<file path="src/hdl/opmode_consts.vh">
/*
 * constants for the operating-mode block control: mode codes, register
 * offsets, mode field codes, reset values and transceiver state codes.
 * assumes inclusion by bare name from design and testbench files.
 */
`ifndef OPMODE_CONSTS_VH
`define OPMODE_CONSTS_VH

// operating modes
`define MODE_OFF 3'h0
`define MODE_FNORM 3'h1
`define MODE_STBY 3'h2
`define MODE_NORM 3'h3
`define MODE_SLEEP 3'h4
`define MODE_RESET 3'h5
`define MODE_OVLD 3'h6
`define MODE_FSP 3'h7

// register byte offsets
`define OFS_MODE 8'h00
`define OFS_REG_CTRL 8'h04
`define OFS_HV_CTRL 8'h08
`define OFS_CAN_CTRL 8'h0c
`define OFS_LIN_CTRL 8'h10
`define OFS_FS_CTRL 8'h14
`define OFS_WD_CTRL 8'h18
`define OFS_STATUS 8'h1c

// reset values
`define RST_MODE 3'h0
`define RST_AUX 2'h0
`define RST_BB 2'h0
`define RST_CAN 2'h0
`define RST_LIN 2'h0
`define RST_WD 3'h2
`define BB_DEFAULT 2'h0
`define WD_OFF 3'h0
// synchroniser idle: {uv, can sd, can wake, can rx, lin wake[1:0], lin rx[1:0]}
`define SYNC_RST 8'h13

// transceiver states
`define XCVR_OFF 2'h0
`define XCVR_ACTIVE 2'h1
`define XCVR_LISTEN 2'h2
`define XCVR_OFFLINE 2'h3
`define CAN_BIAS 3'h4

// mode field codes that put receive pins onto bus status
`define FLD_STBY_STATUS 2'h3
`define FLD_NORM_ACT 2'h1
`define FLD_NORM_LISTEN 2'h2

// axi responses
`define RESP_OKAY 2'h0
`define RESP_SLVERR 2'h2

`endif

</file>
<file path="src/hdl/reg_word.v">
/*
 * one software register word with synchronous reset and a single write enable.
 * assumes a single clock aclk and active-low synchronous reset.
 */
`timescale 1ns/1ps
module reg_word #(
  parameter W = 8,
  parameter [W-1:0] RST = {W{1'b0}}
) (
  input wire aclk,
  input wire aresetn,
  input wire we,
  input wire [W-1:0] wdata,
  output reg [W-1:0] q
);
  always @(posedge aclk) begin
    if (!aresetn) begin
      q <= RST;
    end else if (we) begin
      q <= wdata;
    end
  end
endmodule

</file>
<file path="src/hdl/opmode_ctrl.v">
/*
 * operating-mode block control: decodes the current operating mode and
 * software configuration into enables for regulators, converter, hv pins,
 * can/lin transceivers, aux output pin, limp output, reset out, receive
 * pins, serial port and watchdog. registers over axi4-lite.
 * assumes software sets mode through the axi mode register and the pins are synchronised
 * here; transceiver internals lie outside.
 */
// How it works
// - digital pins may go inactive on main regulator undervoltage; outputs gated then.
// - main regulator off in sleep, overload, off; on otherwise.
// - aux regulator follows field; forced on in forced normal, off in off/overload.
// - hv pins follow config, low-side off, in standby/sleep/reset/fsp; off/fail-safe elsewhere.
// - in normal hv pins follow config fully including low-side drivers.
// - only hv pins present in the variant are controlled.
// - converter follows config in standby/normal/sleep, default in fnorm, on in reset/fsp.
// - can state from field, limited per mode; off in off and overload.
// - each lin follows its field, limited per mode; off in off and overload.
// - second lin and its receive pin controlled only if variant provides it.
// - aux output pin per two fail-safe fields in listed modes, else off.
// - in sleep the aux output pin works open-drain only.
// - limp follows control bit; forced in overload/fsp; floats in off/fnorm.
// - watchdog follows field in standby, normal, sleep; off elsewhere.
`timescale 1ns/1ps
`include "opmode_consts.vh"
module opmode_ctrl #(
  parameter HV_PINS = 8,
  parameter [7:0] HV_PRESENT = 8'hff,
  parameter LIN2_PRESENT = 1
) (
  input wire aclk,
  input wire aresetn,
  input wire [31:0] s_axi_awaddr,
  input wire s_axi_awvalid,
  output wire s_axi_awready,
  input wire [31:0] s_axi_wdata,
  input wire [3:0] s_axi_wstrb,
  input wire s_axi_wvalid,
  output wire s_axi_wready,
  output reg [1:0] s_axi_bresp,
  output reg s_axi_bvalid,
  input wire s_axi_bready,
  input wire [31:0] s_axi_araddr,
  input wire s_axi_arvalid,
  output wire s_axi_arready,
  output reg [31:0] s_axi_rdata,
  output reg [1:0] s_axi_rresp,
  output reg s_axi_rvalid,
  input wire s_axi_rready,
  input wire main_reg_uv,
  input wire can_shutdown,
  input wire can_wake,
  input wire can_bus_rx,
  input wire [1:0] lin_wake,
  input wire [1:0] lin_bus_rx,
  output reg main_regulator_en,
  output reg aux_regulator_en,
  output reg [HV_PINS-1:0] hv_pin_en,
  output reg [HV_PINS-1:0] hv_pin_ls_en,
  output reg [HV_PINS-1:0] hv_pin_failsafe,
  output reg buck_boost_en,
  output reg buck_boost_default,
  output reg [2:0] can_state,
  output reg [3:0] lin_state,
  output reg aux_pin_out,
  output reg aux_pin_oe,
  output reg aux_pin_open_drain,
  output reg limp_out,
  output reg limp_oe,
  output reg reset_out_low,
  output reg can_rx_out,
  output reg [1:0] lin_rx_out,
  output reg spi_active,
  output reg spi_limited,
  output reg watchdog_en,
  output reg [2:0] watchdog_mode
);
  // ---------------------------------------------------------------
  // input synchronisers
  // ---------------------------------------------------------------
  // receive lines reset to their idle high level
  reg [7:0] sync1_q;
  reg [7:0] sync2_q;
  always @(posedge aclk) begin
    if (!aresetn) begin
      sync1_q <= `SYNC_RST;
      sync2_q <= `SYNC_RST;
    end else begin
      sync1_q <= {main_reg_uv, can_shutdown, can_wake, can_bus_rx, lin_wake, lin_bus_rx};
      sync2_q <= sync1_q;
    end
  end
  wire uv = sync2_q[7];
  wire can_sd = sync2_q[6];
  wire can_wk = sync2_q[5];
  wire can_rx = sync2_q[4];
  wire [1:0] lin_wk = sync2_q[3:2];
  wire [1:0] lin_rx = sync2_q[1:0];

  // ---------------------------------------------------------------
  // axi4-lite slave
  // ---------------------------------------------------------------
  reg aw_held_q;
  reg w_held_q;
  reg [7:0] awaddr_q;
  reg [31:0] wdata_q;
  reg [3:0] wstrb_q;
  assign s_axi_awready = !aw_held_q && !s_axi_bvalid;
  assign s_axi_wready = !w_held_q && !s_axi_bvalid;
  assign s_axi_arready = !s_axi_rvalid;
  wire aw_ok = aw_held_q || (s_axi_awvalid && s_axi_awready);
  wire w_ok = w_held_q || (s_axi_wvalid && s_axi_wready);
  wire [7:0] wa = aw_held_q ? awaddr_q : s_axi_awaddr[7:0];
  wire [31:0] wd = w_held_q ? wdata_q : s_axi_wdata;
  wire [3:0] ws = w_held_q ? wstrb_q : s_axi_wstrb;
  wire do_wr = aw_ok && w_ok && !s_axi_bvalid;
  wire wr_hi_ok = (s_axi_awaddr[31:8] == 24'h000000) || aw_held_q;
  wire wr_map = (wa[1:0] == 2'h0) && (wa <= `OFS_STATUS) && wr_hi_ok;
  wire wen = do_wr && ws[0] && wr_map && (wa != `OFS_STATUS);

  always @(posedge aclk) begin
    if (!aresetn) begin
      aw_held_q <= 1'b0;
      w_held_q <= 1'b0;
      awaddr_q <= 8'h00;
      wdata_q <= 32'h00000000;
      wstrb_q <= 4'h0;
      s_axi_bvalid <= 1'b0;
      s_axi_bresp <= `RESP_OKAY;
    end else begin
      if (do_wr) begin
        aw_held_q <= 1'b0;
        w_held_q <= 1'b0;
        s_axi_bvalid <= 1'b1;
        s_axi_bresp <= wr_map ? `RESP_OKAY : `RESP_SLVERR;
      end else begin
        if (s_axi_awvalid && s_axi_awready) begin
          aw_held_q <= 1'b1;
          awaddr_q <= (s_axi_awaddr[31:8] == 24'h000000) ? s_axi_awaddr[7:0] : 8'hff;
        end
        if (s_axi_wvalid && s_axi_wready) begin
          w_held_q <= 1'b1;
          wdata_q <= s_axi_wdata;
          wstrb_q <= s_axi_wstrb;
        end
        if (s_axi_bvalid && s_axi_bready) begin
          s_axi_bvalid <= 1'b0;
        end
      end
    end
  end

  // ---------------------------------------------------------------
  // configuration registers
  // ---------------------------------------------------------------
  wire [2:0] mode;
  wire [1:0] aux_reg_ctrl;
  wire [1:0] bb_ctrl;
  wire [2*HV_PINS-1:0] hv_ctrl;
  wire [1:0] can_mode_field;
  wire [3:0] lin_mode_field;
  wire [2:0] fs_ctrl;
  wire [2:0] watchdog_mode_field;
  wire limp_home_ctrl = fs_ctrl[2];
  wire pin_drive_ctrl = fs_ctrl[1];
  wire diag_drive_ctrl = fs_ctrl[0];

  reg_word #(.W(3), .RST(`RST_MODE)) u_mode (
    .aclk(aclk), .aresetn(aresetn), .we(wen && wa == `OFS_MODE),
    .wdata(wd[2:0]), .q(mode));
  reg_word #(.W(4), .RST({`RST_BB, `RST_AUX})) u_regc (
    .aclk(aclk), .aresetn(aresetn), .we(wen && wa == `OFS_REG_CTRL),
    .wdata(wd[3:0]), .q({bb_ctrl, aux_reg_ctrl}));
  reg_word #(.W(2*HV_PINS)) u_hv (
    .aclk(aclk), .aresetn(aresetn), .we(wen && wa == `OFS_HV_CTRL && ws[1]),
    .wdata(wd[2*HV_PINS-1:0]), .q(hv_ctrl));
  reg_word #(.W(2), .RST(`RST_CAN)) u_can (
    .aclk(aclk), .aresetn(aresetn), .we(wen && wa == `OFS_CAN_CTRL),
    .wdata(wd[1:0]), .q(can_mode_field));
  reg_word #(.W(4), .RST({`RST_LIN, `RST_LIN})) u_lin (
    .aclk(aclk), .aresetn(aresetn), .we(wen && wa == `OFS_LIN_CTRL),
    .wdata(wd[3:0]), .q(lin_mode_field));
  reg_word #(.W(3)) u_fs (
    .aclk(aclk), .aresetn(aresetn), .we(wen && wa == `OFS_FS_CTRL),
    .wdata(wd[2:0]), .q(fs_ctrl));
  reg_word #(.W(3), .RST(`RST_WD)) u_wd (
    .aclk(aclk), .aresetn(aresetn), .we(wen && wa == `OFS_WD_CTRL),
    .wdata(wd[2:0]), .q(watchdog_mode_field));

  // ---------------------------------------------------------------
  // read path
  // ---------------------------------------------------------------
  reg [31:0] rd_d;
  reg rd_err;
  always @* begin
    rd_d = 32'h00000000;
    rd_err = 1'b0;
    if (s_axi_araddr[31:8] != 24'h000000 || s_axi_araddr[1:0] != 2'h0) begin
      rd_err = 1'b1;
    end else begin
      case (s_axi_araddr[7:0])
        `OFS_MODE: rd_d[2:0] = mode;
        `OFS_REG_CTRL: rd_d[3:0] = {bb_ctrl, aux_reg_ctrl};
        `OFS_HV_CTRL: rd_d[2*HV_PINS-1:0] = hv_ctrl;
        `OFS_CAN_CTRL: rd_d[1:0] = can_mode_field;
        `OFS_LIN_CTRL: rd_d[3:0] = lin_mode_field;
        `OFS_FS_CTRL: rd_d[2:0] = fs_ctrl;
        `OFS_WD_CTRL: rd_d[2:0] = watchdog_mode_field;
        `OFS_STATUS: rd_d[12:0] = {uv, can_state, lin_state, main_regulator_en,
                                   aux_regulator_en, buck_boost_en, watchdog_en, reset_out_low};
        default: rd_err = 1'b1;
      endcase
    end
  end
  always @(posedge aclk) begin
    if (!aresetn) begin
      s_axi_rvalid <= 1'b0;
      s_axi_rdata <= 32'h00000000;
      s_axi_rresp <= `RESP_OKAY;
    end else if (s_axi_arvalid && s_axi_arready) begin
      s_axi_rvalid <= 1'b1;
      s_axi_rdata <= rd_d;
      s_axi_rresp <= rd_err ? `RESP_SLVERR : `RESP_OKAY;
    end else if (s_axi_rvalid && s_axi_rready) begin
      s_axi_rvalid <= 1'b0;
    end
  end

  // ---------------------------------------------------------------
  // mode decode
  // ---------------------------------------------------------------
  wire m_off = (mode == `MODE_OFF);
  wire m_fn = (mode == `MODE_FNORM);
  wire m_sb = (mode == `MODE_STBY);
  wire m_nm = (mode == `MODE_NORM);
  wire m_sl = (mode == `MODE_SLEEP);
  wire m_rs = (mode == `MODE_RESET);
  wire m_ov = (mode == `MODE_OVLD);
  wire m_fsp = (mode == `MODE_FSP);
  wire m_cfg = m_sb || m_nm || m_sl || m_rs || m_fsp;

  function [1:0] lin_sel;
    input [1:0] fld;
    input [2:0] md;
    begin
      case (md)
        `MODE_FNORM: lin_sel = `XCVR_ACTIVE;
        `MODE_STBY: lin_sel = (fld == `XCVR_LISTEN) ? `XCVR_LISTEN : `XCVR_OFFLINE;
        `MODE_NORM: lin_sel = (fld == `XCVR_OFF) ? `XCVR_OFFLINE : fld;
        `MODE_SLEEP, `MODE_RESET, `MODE_FSP: lin_sel = `XCVR_OFFLINE;
        default: lin_sel = `XCVR_OFF;
      endcase
    end
  endfunction

  function rx_sel;
    input [1:0] fld;
    input [2:0] md;
    input wk;
    input bus;
    begin
      case (md)
        `MODE_FNORM: rx_sel = bus;
        `MODE_STBY: rx_sel = (fld == `FLD_STBY_STATUS) ? bus : !wk;
        `MODE_NORM: rx_sel = (fld == `FLD_NORM_ACT || fld == `FLD_NORM_LISTEN) ? bus : !wk;
        `MODE_RESET: rx_sel = !wk;
        default: rx_sel = 1'b1;
      endcase
    end
  endfunction

  // ---------------------------------------------------------------
  // output registers
  // ---------------------------------------------------------------
  always @(posedge aclk) begin
    if (!aresetn) begin
      main_regulator_en <= 1'b0;
      aux_regulator_en <= 1'b0;
      buck_boost_en <= 1'b0;
      buck_boost_default <= 1'b0;
      can_state <= {1'b0, `XCVR_OFF};
      aux_pin_out <= 1'b0;
      aux_pin_oe <= 1'b0;
      aux_pin_open_drain <= 1'b0;
      limp_out <= 1'b0;
      limp_oe <= 1'b0;
      reset_out_low <= 1'b1;
      can_rx_out <= 1'b1;
      spi_active <= 1'b0;
      spi_limited <= 1'b0;
      watchdog_en <= 1'b0;
      watchdog_mode <= `RST_WD;
    end else begin
      main_regulator_en <= !(m_sl || m_ov || m_off);
      aux_regulator_en <= m_fn || (m_cfg && aux_reg_ctrl != `RST_AUX);
      buck_boost_en <= !(m_off || m_ov);
      buck_boost_default <= m_fn || ((m_sb || m_nm || m_sl) && bb_ctrl == `BB_DEFAULT);
      if (m_off || m_ov) begin
        can_state <= {1'b0, `XCVR_OFF};
      end else if (m_fn) begin
        can_state <= {1'b0, (can_mode_field == `XCVR_LISTEN) ? `XCVR_LISTEN : `XCVR_ACTIVE};
      end else if (m_nm && can_sd) begin
        can_state <= {1'b0, `XCVR_OFF};
      end else if (m_nm && can_mode_field != `XCVR_OFF) begin
        can_state <= {1'b0, can_mode_field};
      end else if (m_sb && can_mode_field == `XCVR_LISTEN) begin
        can_state <= {1'b0, `XCVR_LISTEN};
      end else begin
        can_state <= (can_mode_field == `XCVR_OFFLINE) ? {1'b0, `XCVR_OFFLINE} : `CAN_BIAS;
      end
      aux_pin_out <= m_cfg && pin_drive_ctrl && !(m_sl && diag_drive_ctrl);
      aux_pin_oe <= m_cfg && (m_sl ? !pin_drive_ctrl : 1'b1);
      aux_pin_open_drain <= m_sl;
      limp_oe <= (m_ov || m_fsp) || (!(m_off || m_fn) && limp_home_ctrl);
      limp_out <= 1'b0;
      reset_out_low <= !(m_fn || m_sb || m_nm);
      can_rx_out <= uv ? 1'b1 : rx_sel(can_mode_field, mode, can_wk, can_rx);
      spi_active <= (m_sb || m_nm) && !uv;
      spi_limited <= m_fn && !uv;
      watchdog_en <= (m_sb || m_nm || m_sl) && watchdog_mode_field != `WD_OFF;
      watchdog_mode <= watchdog_mode_field;
    end
  end

  // ---------------------------------------------------------------
  // per-channel lin and hv pins
  // ---------------------------------------------------------------
  genvar i;
  generate
    for (i = 0; i < 2; i = i + 1) begin : g_lin
      wire here = (i == 0) || (LIN2_PRESENT != 0);
      always @(posedge aclk) begin
        if (!aresetn) begin
          lin_state[2*i+1:2*i] <= `XCVR_OFF;
          lin_rx_out[i] <= 1'b1;
        end else begin
          lin_state[2*i+1:2*i] <= here ? lin_sel(lin_mode_field[2*i+1:2*i], mode) : `XCVR_OFF;
          lin_rx_out[i] <= (here && !uv) ?
            rx_sel(lin_mode_field[2*i+1:2*i], mode, lin_wk[i], lin_rx[i]) : 1'b1;
        end
      end
    end
    for (i = 0; i < HV_PINS; i = i + 1) begin : g_hv
      always @(posedge aclk) begin
        if (!aresetn) begin
          hv_pin_en[i] <= 1'b0;
          hv_pin_ls_en[i] <= 1'b0;
          hv_pin_failsafe[i] <= 1'b0;
        end else if (!HV_PRESENT[i]) begin
          hv_pin_en[i] <= 1'b0;
          hv_pin_ls_en[i] <= 1'b0;
          hv_pin_failsafe[i] <= 1'b0;
        end else begin
          hv_pin_en[i] <= m_cfg && hv_ctrl[2*i];
          hv_pin_ls_en[i] <= m_nm && hv_ctrl[2*i+1];
          hv_pin_failsafe[i] <= m_ov;
        end
      end
    end
  endgenerate
endmodule

</file>
<file path="config.mk">
export PLATFORM = sky130hd
export DESIGN_NAME = opmode_ctrl
export DESIGN_NICKNAME = d
export VERILOG_FILES = /design/src/hdl/reg_word.v /design/src/hdl/opmode_ctrl.v
export VERILOG_INCLUDE_DIRS = /design/src /design/src/hdl
export SDC_FILE = /design/constraint.sdc
export NUM_CORES = 1
export LEC_CHECK = 0
export ABC_AREA = 0
export BUFFER_PORTS_ARGS = -buffer_cell sky130_fd_sc_hd__buf_2
export CAP_MARGIN = 0
export CORE_ASPECT_RATIO = 0.8
export CORE_MARGIN = 2
export CORE_UTILIZATION = 39
export CTS_BUF_LIST = sky130_fd_sc_hd__clkbuf_4 sky130_fd_sc_hd__clkbuf_8
export CTS_CLUSTER_DIAMETER = 30
export CTS_CLUSTER_SIZE = 8
export DETAILED_ROUTE_END_ITERATION = 8
export PLACE_DENSITY = 0.72
export SYNTH_ARGS = -nofsm -noshare
export SYNTH_HDL_FRONTEND = slang
export SYNTH_SLANG_ARGS = --single-unit
</file>
<file path="constraint.sdc">
create_clock -name aclk -period 2.3 [get_ports aclk]
set_clock_uncertainty 0.05 [all_clocks]
set_input_delay 0.345 -clock aclk [delete_from_list [all_inputs] [get_ports aclk]]
set_output_delay 0.345 -clock aclk [all_outputs]
set_load 0.005 [all_outputs]
</file>
Yosys cells after proc, flatten, opt, wreduce, memory -nomap -nowiden
Index checks and enable logic that the tools add are counted. Widths: inputs -> output; s select.

Input bits: 115. Output and inout port bits: 91. Flip-flop bits (word level): 143.

Reductions and logical operators: 109. Order comparisons: 1. Mux-type cells: 40. Eq/ne operators: 30. Bitwise operators: 2.

Operators with widths (count): $eq 8x5->1 const B (7); $logic_and 1x1->1 (51); $eq 8x4->1 const B (4); $mux 16 (2); $logic_not 24->1 (1); $reduce_bool 24->1 (1); $logic_or 1x1->1 (21); $mux 2 (10); $pmux 9 s2 (1); $eq 8x3->1 const B (2); $logic_not 8->1 (2); $mux 8 (2); $pmux 1 s4 (4); $pmux 2 s4 (2); $pmux 2 s8 (1); $mux 1 (15); $logic_not 1->1 (14); $eq 2x2->1 const B (6); $eq 3x3->1 const B (4); $reduce_bool 2->1 (5); $le 8x5->1 const B (1); $logic_not 2->1 (4); $ne 8x5->1 const B (1); $reduce_or 8->1 (1); 12 further kinds (20).

Depth between registers and ports, before layout
Gate-level depths: netlist of the first run.

Depth in word-level cells: 11. Gate-level depth with buffers: 8. Depth with buffers taken out: 7.

Modules after synthesis
A second synthesis of the first run with hierarchy kept.

Cells, all modules: 667. Area total of the unflattened synthesis: 6174.7 sq um.

Modules (own cells, without submodules): opmode_ctrl (instances 1, sequential area each 2122.0 sq um, cells each 557, area an instance 4849.7 sq um); reg_word (u_hv) (instances 1, sequential area each 320.3 sq um, cells each 51, area an instance 615.6 sq um); reg_word (u_lin ...) (instances 2, sequential area each 80.1 sq um, cells each 13, area an instance 156.4 sq um); reg_word (u_fs ...) (instances 2, sequential area each 60.1 sq um, cells each 9, area an instance 108.9 sq um); reg_word (u_wd) (instances 1, sequential area each 60.1 sq um, cells each 9, area an instance 106.4 sq um); reg_word (u_can) (instances 1, sequential area each 40.0 sq um, cells each 6, area an instance 72.6 sq um).

Worst setup path before layout of the first run
No wires, ideal clock.

Kind: input-to-reg. Start: input port s_axi_awaddr[6]. End: register u_hv.q[11]. Buffers on the path: 2. Arrival time: 1.960 ns. Path slack: 0.168 ns. Required time: 2.127 ns. Setup time: 0.123 ns. Cell stages on the path: 7. Cells stage by stage: or4_1 > a211o_1 > or2_1 > nand4b_4 > buf_6 > buf_6 > mux2i_1.

Longest elaborated chain between the ends: 8. Elaborated cells on any way between the ends: 10. Classes of those cells: order compare: 1; eq/ne: 2; mux: 1; reduce/logical: 6.

Ends and longest elaborated chain: start, declared (line opmode_ctrl.v:33) `input wire [31:0] s_axi_awaddr,`; $mux 8 * (line opmode_ctrl.v:113) `wire [7:0] wa = aw_held_q ? awaddr_q : s_axi_awaddr[7:0];`; $le 8x5->1 (no line); $logic_and 1x1->1 (2 in series) (line opmode_ctrl.v:118) `` wire wr_map = (wa[1:0] == 2'h0) && (wa <= `OFS_STATUS) && wr_hi_ok; ``; $logic_and 1x1->1 (2 in series) (line opmode_ctrl.v:119) `` wire wen = do_wr && ws[0] && wr_map && (wa != `OFS_STATUS); ``; $logic_and 1x1->1 (no line) *; $logic_and 1x1->1 * (line opmode_ctrl.v:175) `` .aclk(aclk), .aresetn(aresetn), .we(wen && wa == `OFS_HV_CTRL && ws[1]), ``; end signal, assigned (line reg_word.v:20) `q <= wdata;`; end, declared (line reg_word.v:14) `output reg [W-1:0] q`.

Mark *: on every way between the ends. The rest lies on a longest branch, timed or not. A chain may end at the register's enable or synchronous reset.

Worst setup path in the final report of the first run
Start: register aw_held_q. End: register u_wd.q[0].

Longest elaborated chain between the ends: 10. Elaborated cells on any way between the ends: 18. Classes of those cells: order compare: 1; eq/ne: 2; mux: 1; reduce/logical: 14.

Ends and longest elaborated chain: start, declared (line opmode_ctrl.v:103) `reg aw_held_q;`; start signal, assigned (line opmode_ctrl.v:123) `aw_held_q <= 1'b0;`; start signal, assigned (line opmode_ctrl.v:132) `aw_held_q <= 1'b0;`; start signal, assigned (line opmode_ctrl.v:138) `aw_held_q <= 1'b1;`; branches (longest 9 deep; another with $le 8x5->1); $logic_and 1x1->1 (no line) *; end signal, assigned (line reg_word.v:20); end, declared (line reg_word.v:14).

Every way passes the cells marked *.

==> results.md, run 1 <==
* Most frequent standard cell in the layout excluding fill and tap cells: buf_2
* Die Area at approximately 16,000 um2
* Maximum fanout along the worst path at 4
* CP max stage delay at approximately 520 ps
* DRC viols at 0
* Routed vias at around 5,000
* Xor/xnor share of the synthesized area at 0%
* FP Rows at 40
* Post-Synth Simple-Gate Area at 22.4%
* Post-Synthesis Cells at between 600 and 700
* Via density at between 5 and 6
* Worst setup SP type: register
* First-pass GRT wire length at approximately 24,000 um
* Synth Flop Type: dfxtp_1
* Critical path class: register to register
* Crit end category: register
* Syn Area/Cell at 8.99 um2
* TritonCTS clock tree: yes
* Inserted Diodes at 0
* Nets at roughly 950
* Syn. warnings at 0
* Core area at approximately 15,000 um2
* Utilization after layout at about half
* Clock slew at reported path FFs at around 70 ps
* Synthesized cell area at around 6000 um2
* Post-synthesis sequential area ratio at a little under half
* Worst path required time at approximately 2600 ps
* GPL Wtd Cong at 0.877
* Final min period at around 2200 ps
* Clock Path Buffers at 2
* Area Growth Syn to Fin at 23.2%
* Least-Margin Pin Slew at 628 ps
* Synth Register Bits at 141
* Max-cap violations at 0
* Post-synth EDFFs at 0
* Latest clock arrival within the worst-skew pair at around 450 ps
* Power per Cell Area at around 660 nW/um2
* Vias in the first global route at just under 5,000
* Total grt overflow at 0
* Share of layout cells above drive strength 1 at about 28%
* Main combinational cell family by area after synthesis: simple AND/OR/NAND/NOR gates
* Initial antenna violation count at 2
* Status: finished, final reports clean
* Post-synthesis mux area share at under 10%
* Worst hold start: can_bus_rx
* Hold Path Cell Cnt at 2
* Worst Hold End: sync1_q[4]
* Arr. time, crit path at between 2000 and 2500 ps
* Max Freq at between 400 and 500 MHz
* Worst R2R Start: aw_held_q
* Htree depth at 4
* Adder and majority cell fraction of the synthesized area at approximately 1.9%
* Die X at roughly 140 um
* Starting Density at 39.8%
* Die height at roughly 110 um
* CP cell instances: or4_1 -> a211o_1 -> nor4_2 -> nand3_1 -> mux2i_1
* Tcrit/Tclk final at 94.4%
* Leak at ~3.3 nW
* Peak VDD IR at about 270 uV
* Starting DRC count in detailed routing at around 240
* Max-slew violation count at 0
* GRT Util Overall at between 10% and 20%
* Largest net degree at the start of global routing at 32
* Most frequent cells in the layout: 168 x buf_2, 141 x dfxtp_1, 99 x nand2_1
* Final hold viol count at 0
* Wire length per cell at 15.2 um
* Worst hold-check path type: input port to register
* Ports at approximately 200
* DRT Pass-1 Iters at 4
* Synth Area in Compound Gates at a little under an eighth
* Rel. slew slack at roughly 58%
* Worst reg2reg path endpoint: u_wd.q[0]
* Port Buf Inserts at 168
* CP max stage cell: or4_1
* Final HPWL DP at 11,600 um
* Clk root buf: clkbuf_8
* CTS Sinks at about 140
* R2R depth at 5
* Number of setup violations in the final report at 0
* Num CTS Buffers at 17
* Total Routed Length at ~16,000 um
* Final ANT Viol Nets at 0
* Ys async rst share at 0%
* Cell variety after synth at slightly above 50
* Reg2reg setup slack at 130 ps
* Overall power consumption at between 4 and 5 mW
==> cell type report <==
| cell class | count | area [um2] |
|---|---|---|
| tap | 189 | 236 |
| multi-input combinational | 462 | 2820 |
| timing repair buffer | 189 | 1010 |
| fill | 1439 | 7620 |
| sequential | 141 | 2820 |
| clock buffer | 28 | 367 |
| clock inverter | 4 | 25.0 |
| inverter | 17 | 63.8 |
==> synth_stat cells, drive strengths merged, types with 15 or more instances <==
cell,n,share of area (%)
dfxtp,141,47
nand2,99,6.2
a21oi,51,4.3
mux2i,40,6.7
nor2,35,2.2
buf,31,3.8
clkbuf,30,1.9
nor3,30,2.5
and2,26,2.7
nand2b,22,2.3
inv,16,1.0
a22oi,15,1.9
nor4,15,1.7
==> worst max-delay path: cells and delay by family, from the launching register on <==
family	cells	cell delay, ps
AND/OR/NAND/NOR	3	1160
flip-flops	1	310
AO/OA/AOI/OAI	1	360
multiplexers	1	170
==> kinds of logic after synthesis <==
logic type,count (synthesis)
multiplexers,53
other,1
adder cells (fa/ha/maj),9
AO/OA/AOI/OAI,114
AND/OR/NAND/NOR,267
buffers and inverters,78
flip-flops,141
==> stage by stage <==
step	std cells	setup WS, ps	TNS, ps	hold WS (ps)	cell area, um2
global route	1030	-53.8	-121	13.9	7350
detailed placement	997	-46.6	-130	344	6930
floorplan	681	168	0	336	6030
CTS	1030	95.7	0	9.40	7340
finish	1030	128	0	33.6	7350
global placement	997	-12.1	-37.9	342	6930
==> routing by layer <==
metal	up-vias	track usage [%]	share of wire [%]
li1	2580	-	-
met2	168	32.8	47
met5	-	0	0.083
met3	13	6.44	7.3
met1	2390	23.8	45
met4	2	6.40	0.81
==> state kept, by name, indices dropped and copies added, names as in the netlist, 4 cells and up <==
name	flops
u_regc.q	4
sync1_q	8
u_hv.q	16
hv_pin_en	8
awaddr_q	8
s_axi_rdata	16
u_lin.q	4
wdata_q	16
sync2_q	8
hv_pin_ls_en	8
lin_state	4
==> power by group <==
| group | switching [mW] | internal [mW] | total (mW) |
|---|---|---|---|
| clock network | 0.879 | 1.01 | 1.89 |
| registers | 0.0262 | 2.49 | 2.52 |
| logic | 0.235 | 0.178 | 0.413 |
==> how the worst max path moves through the flow <==
stage / startpoint / end / slack, ps / cells past startpoint
6_report: aw_held_q / u_wd.q[0] / 130 / 5
2_1_floorplan: s_axi_awaddr[6] / u_hv.q[11] / 170 / 7
4_1_cts: aw_held_q / u_lin.q[3] / 100 / 5
3_3_place_gp: s_axi_awaddr[6] / u_lin.q[0] / -10 / 6
3_5_place_dp: s_axi_awaddr[6] / u_lin.q[3] / -50 / 6
5_1_grt: aw_held_q / u_wd.q[0] / -50 / 5
==> timing repair <==
| action | in CTS | in global routing |
|---|---|---|
| setup buffers | 0 | 0 |
| hold endpoints to repair | 1 | 0 |
| setup endpoints to repair | 0 | 7 |
| resized for setup | 0 | 2 |
| hold buffers | 1 | 0 |
No activity file was read; power rests on OpenSTA's default activity.
==> inputs of run 2 (changes only) <==
Settings changed: SYNTH_HIERARCHICAL set to 1.
==> results.md, run 2 <==
* Nets at between 900 and 1,000
* Finished Cell Area at between 7000 and 8000 um2
* DRT Pass-1 Iters at 5
* Share of layout cells above drive strength 1 at 31.7%
* Hold-fix buffers, CTS at 0
* Via density at around 5.0
* Post-synthesis sequential area ratio at a little under half
* Power per Cell Area at 641 nW/um2
* R2R depth at 9
* Latest clock arrival within the worst-skew pair at around 450 ps
* Final HPWL DP at roughly 12,000 um
* Reg2reg setup slack at -510 ps
* Routed vias at 5,425
* Max Freq at between 300 and 400 MHz
* Hold WS at approximately 24 ps
* Yosys top cell area share at a little under half
* Violated checks: setup timing
* Leak at ~3.2 nW
* Critical path class: register to register
* Synth cell count leaders: 141 x dfxtp_1, 75 x nand2_1, 43 x a21oi_1, 43 x mux2i_1, 39 x nor2b_1
* Maximum fanout along the worst path at 8
* GPL Wtd Cong at roughly 0.9
* Post-synth top area cell: dfxtp_1
* Top-count cell post-synth: dfxtp_1
* Syn Area/Cell at 9.26 um2
* Final hold viol count at 0
* TritonCTS clock tree: yes
* Vias in the first global route at approximately 5,000
* Crit end category: register
* Worst setup SP type: register
* RSZ-0062 raised after global routing: yes
* Area contributors post-synth: dfxtp_1 46%, mux2i_1 7.0%, nand2_1 4.6%, nor2b_1 4.0%, a21oi_1 3.5%
* Biggest regs: s_axi_rdata x16, u_hv/q x16, wdata_q x16
* Peak VDD IR at roughly 320 uV
* Worst hold-check path type: input port to register
* Clock Path Buffers at 2
* Starting DRC count in detailed routing at 385
* Clk root buf: clkbuf_8
* Max-cap violations at 0
* Worst path required time at about 2600 ps
* CTS Sinks at roughly 140
* Synth Flop Type: dfxtp_1
* Total grt overflow at 0
* Wire length per cell at approximately 15 um
* Num CTS Buffers at 17
* Least-Margin Pin Slew at around 830 ps
* Fillers at 1,443
* Overall power consumption at between 5 and 6 mW
* Die height at roughly 120 um
* Largest net degree at the start of global routing at 35
* Max-slew violation count at 0
* Synth Register Bits at between 100 and 150
* Worst setup margin at -515 ps
* Status: complete, but fails checks
* DRC viols at 0
* Placed cell area at approximately 7300 um2
* Initial antenna violation count at 1
* Htree depth at 4
* Syn. warnings at 6
* Ys async rst share at 0%
* Cell variety after synth at 57
* Most frequent cells in the layout: 168 x buf_2, 140 x dfxtp_1, 75 x nand2_1
* Final ANT Viol Nets at 0
* Most frequent standard cell in the layout excluding fill and tap cells: buf_2
* Rel. slew slack at 44.5%
* Post-synth EDFFs at 0
* Starting Density at ~40%
* Port Buf Inserts at roughly 170
* First-pass GRT wire length at 25,100 um
* Core area at between 15,000 and 20,000 um2
* GRT Util Overall at between 10% and 20%
* Die X at 145 um
* FP Rows at between 40 and 50
* Total Routed Length at 16,600 um
* Hold Path Cell Cnt at 2
* Synthesized cell area at 6170 um2
* Arr. time, crit path at just over 3000 ps
* Number of setup violations in the final report at 35
* Post-Synthesis Cells at 667
* Die Area at about 17,000 um2
* Area Growth Syn to Fin at 26.8%
* Tcrit/Tclk final at 122%
* Clock slew at reported path FFs at around 80 ps
* Final min period at approximately 2800 ps
* Ports at ~210
==> run 2: cell types whose count changed in the layout (fill, tap and decap cells not counted), moves of 12 or more <==
cell / change
a22oi_1: -12
o211ai_1: -13
inv_1: +19
nand2_1: -24
buf_4: +23
nor2b_1: +28
o221ai_1: +12
==> run 2: kinds of logic (layout without fill, tap and decap cells) <==
kind of cell	Yosys count	after routing	synth area share, %
and+or+nand+nor	257	257	22.4
DFF	141	141	45.7
AOI/OAI and AO/OA	101	101	10.9
buffers and inverters	96	283	8.13
muxes	62	62	11.0
adders and majority gates	9	9	1.82
other	1	20	0.0607
==> run 2: cell type report <==
cell class | count | area (um2) | share of cell area, %
clock inverter | 15 | 170 | 2.17
multi-input combinational | 448 | 2960 | 37.8
tap | 215 | 269 | 3.43
antenna | 1 | 2.50 | 0.0319
clock buffer | 17 | 234 | 2.99
timing repair buffer | 215 | 1230 | 15.8
sequential | 141 | 2820 | 36.1
inverter | 36 | 135 | 1.73
==> run 2: path summary, 6_finish.rpt <==
path               start    endpoint
max          awaddr_q[5]   u_hv/q[0]
min           can_bus_rx  sync1_q[4]
max reg2reg  awaddr_q[5]   u_hv/q[0]
min reg2reg   sync1_q[0]  sync2_q[0]
==> run 2: per-stage QoR <==
step | instances | utilization [%] | setup slack [ps] | setup TNS (ps)
2_1_floorplan | 685 | - | -401 | -11280
3_3_place_gp | 1048 | 46.7 | -501 | -16020
3_5_place_dp | 1048 | 46.7 | -564 | -17250
4_1_cts | 1083 | 49.5 | -474 | -13870
5_1_grt | 1087 | 50.0 | -594 | -18290
6_report | 1088 | 50.1 | -515 | -14300
==> run 2: worst max-delay path, stage by stage, from the launching register on <==
cell       delay (ps)
dfxtp_1           310
or4b_1            510
a2111o_1          440
or4b_1            490
buf_6             160
nor4_4            150
buf_4             180
clkbuf_16         160
mux2i_1           200
nor2b_1            60
==> run 2: metal layers <==
layer  vias to the layer above  global-route usage (%)  part of all wire, %
met4                         0                    5.11                  1.2
li1                       2659                       -                    -
met2                       237                    31.7                   45
met5                         -                       0                    0
met3                        22                    5.49                  8.3
met1                      2507                    25.9                   45
==> run 2: power by group <==
group | total (mW) | internal, mW | switching [mW]
clock network | 2.05 | 1.07 | 0.984
registers | 2.51 | 2.49 | 0.0249
logic | 0.456 | 0.217 | 0.239
total | 5.02 | 3.77 | 1.25
==> run 2: repair_timing <==
action                                  CTS  global route
pin swaps                                 2             1
gates resized for setup                   2             7
endpoints found under the setup margin   35            35
gates cloned                              0             1
buffers inserted                          3             3
==> inputs of run 3 (changes only) <==
Settings changed: CORE_ASPECT_RATIO 0.8 to 0.5.
==> results.md, run 3 (same netlist as run 2, synthesis figures left out) <==
* Status: complete, but fails checks
* Violated checks: setup timing
* Initial antenna violation count at 0
* Die X at roughly 180 um
* Final ANT Viol Nets at 0
* Most frequent standard cell in the layout excluding fill and tap cells: buf_2
* CP max stage cell: or4b_4
* Worst setup SP type: register
* Vias in the first global route at slightly above 5,000
* Clk root buf: clkbuf_8
* FP Rows at 32
* Tcrit/Tclk final at 123%
* DRC viols at 0
* Die height at 93.0 um
* Final HPWL DP at 12,200 um
* Sw frac at approximately a quarter
* CP top delay family: simple AND/OR/NAND/NOR gates
* CP max stage delay at 610 ps
* GPL Wtd Cong at roughly 0.88
* Peak VDD IR at ~380 uV
* Overall power consumption at roughly 5 mW
* Worst slack, placed at -591 ps
* Max-cap violations at 0
* Inserted Diodes at 0
* Wire length per cell at between 15 and 20 um
* Total Routed Length at around 16,000 um
* Clock slew at reported path FFs at approximately 80 ps
* Hold-fix buffers, CTS at 0
* Crit end category: register
* Met2 routed WL at about 7300 um
* Port Buf Inserts at 168
* Highest routed layer: met4
* Largest net degree at the start of global routing at 36
* Net switching power figure at about 1.2 mW
* Routed vias at between 5,000 and 6,000
* RSZ-0062 raised after global routing: yes
* Nets at between 900 and 1,000
* Starting Density at between 30% and 40%
* Starting DRC count in detailed routing at 307
* Worst setup margin at -530 ps
* Final min period at about 2800 ps
* First-pass GRT wire length at 25,700 um
* Metal1 wirelength at around 7600 um
* Finished Cell Area at ~7700 um2
* Biggest regs: s_axi_rdata x16, u_hv/q x16, wdata_q x16
* Number of setup violations in the final report at 35
* Htree depth at 4
* Max Freq at about 350 MHz
* Hold WS at about 42 ps
* Final hold viol count at 0
* Total grt overflow at 0
* Via density at ~5
* Num CTS Buffers at 17
* Clock share of power at ~39%
* Share of layout cells above drive strength 1 at a little under a third
* Area Growth Syn to Fin at 25.4%
* Clock Path Buffers at 2
* Maximum fanout along the worst path at 8
* Leak at approximately 3.2 nW
* Buf/Inv on CP at 2
* Met3 routed WL at 911 um
* Most frequent cells in the layout: 168 x buf_2, 140 x dfxtp_1, 75 x nand2_1
* Reg2reg setup slack at -530 ps
* Core area at between 15,000 and 20,000 um2
* CTS Sinks at about 140
* Seq pwr share at 51.7%
* Arr. time, crit path at 3120 ps
* Ports at 206
* Die Area at between 15,000 and 20,000 um2
* Worst hold-check path type: input port to register
* Placed cell area at between 7000 and 8000 um2
* GRT Util Overall at 19.3%
* Gate power share at about a tenth
* TritonCTS clock tree: yes
* CP cell instances: or4b_1 -> a2111o_1 -> or4b_4 -> nor4_4 -> buf_4 -> clkbuf_16 -> mux2i_1 -> nor2b_1
* Power per Cell Area at between 600 and 700 nW/um2
* DRT Pass-1 Iters at 6
* Worst path required time at roughly 2600 ps
* Latest clock arrival within the worst-skew pair at 440 ps
* Pint at ~3.6 mW
* Max-slew violation count at 0
* Critical path class: register to register
[run 3: cell types whose count changed in the layout (fill, tap and decap cells not counted), moves of 2 or more]
cell and change:
buf_4 -6, buf_6 -2, bufinv_16 -2, clkbuf_8 +2
clkinv_2 -4, clkinvlp_4 +4
[run 3: path summary, 6_finish.rpt]
| kind | start | endpoint | cells after the start |
|---|---|---|---|
| setup / recovery | awaddr_q[5] | u_hv/q[14] | 8 |
| hold / removal | can_bus_rx | sync1_q[4] | 2 |
| setup reg to reg | awaddr_q[5] | u_hv/q[14] | 8 |
| hold reg to reg | sync1_q[1] | sync2_q[1] | 1 |
[run 3: what timing repair did]
| item | in CTS | in global routing |
|---|---|---|
| setup buffers | 1 | 4 |
| pin swaps | 3 | 4 |
| cloned | 0 | 1 |
| resized for setup | 3 | 6 |
| endpoints found under the setup margin | 35 | 35 |
[run 3: power by group through the flow]
stage	combinational, mW	clock [mW]	sequential, mW
global placement	0.431	0	2.57
global route	0.496	2.03	2.52
detailed placement	0.444	0	2.57
floorplan	0.272	0	2.57
CTS	0.446	1.93	2.52
finish	0.452	1.89	2.51
[run 3: through the flow]
step | util, % | instances | setup TNS [ps]
2_1_floorplan | - | 685 | -11280
3_3_place_gp | 47.1 | 1032 | -15520
3_5_place_dp | 47.1 | 1032 | -17400
4_1_cts | 49.7 | 1065 | -13740
5_1_grt | 50.1 | 1069 | -17450
6_report | 50.1 | 1069 | -14730
[run 3: final cells by class]
class                   instances  area [um2]
clock buffers                  20         269
repair buffers                208        1190
fillers                      1405        7710
inverters                      36         135
multi-input cells             448        2960
flip-flops and latches        141        2830
well taps                     204         255
clock inverters                12         111
[run 3: metal layers]
metal	GRT usage, %	up-vias
li1	-	2632
met4	7.66	0
met5	0	-
met1	24.6	2498
met2	32.0	176
met3	4.40	31
[run 3: worst reg2reg max path, delay by kind of cell (launching register included)]
kind | cells | cell delay, ps
compound gates | 1 | 410
buf+inv | 2 | 360
flops | 1 | 310
mux | 1 | 200
simple gates | 4 | 1410
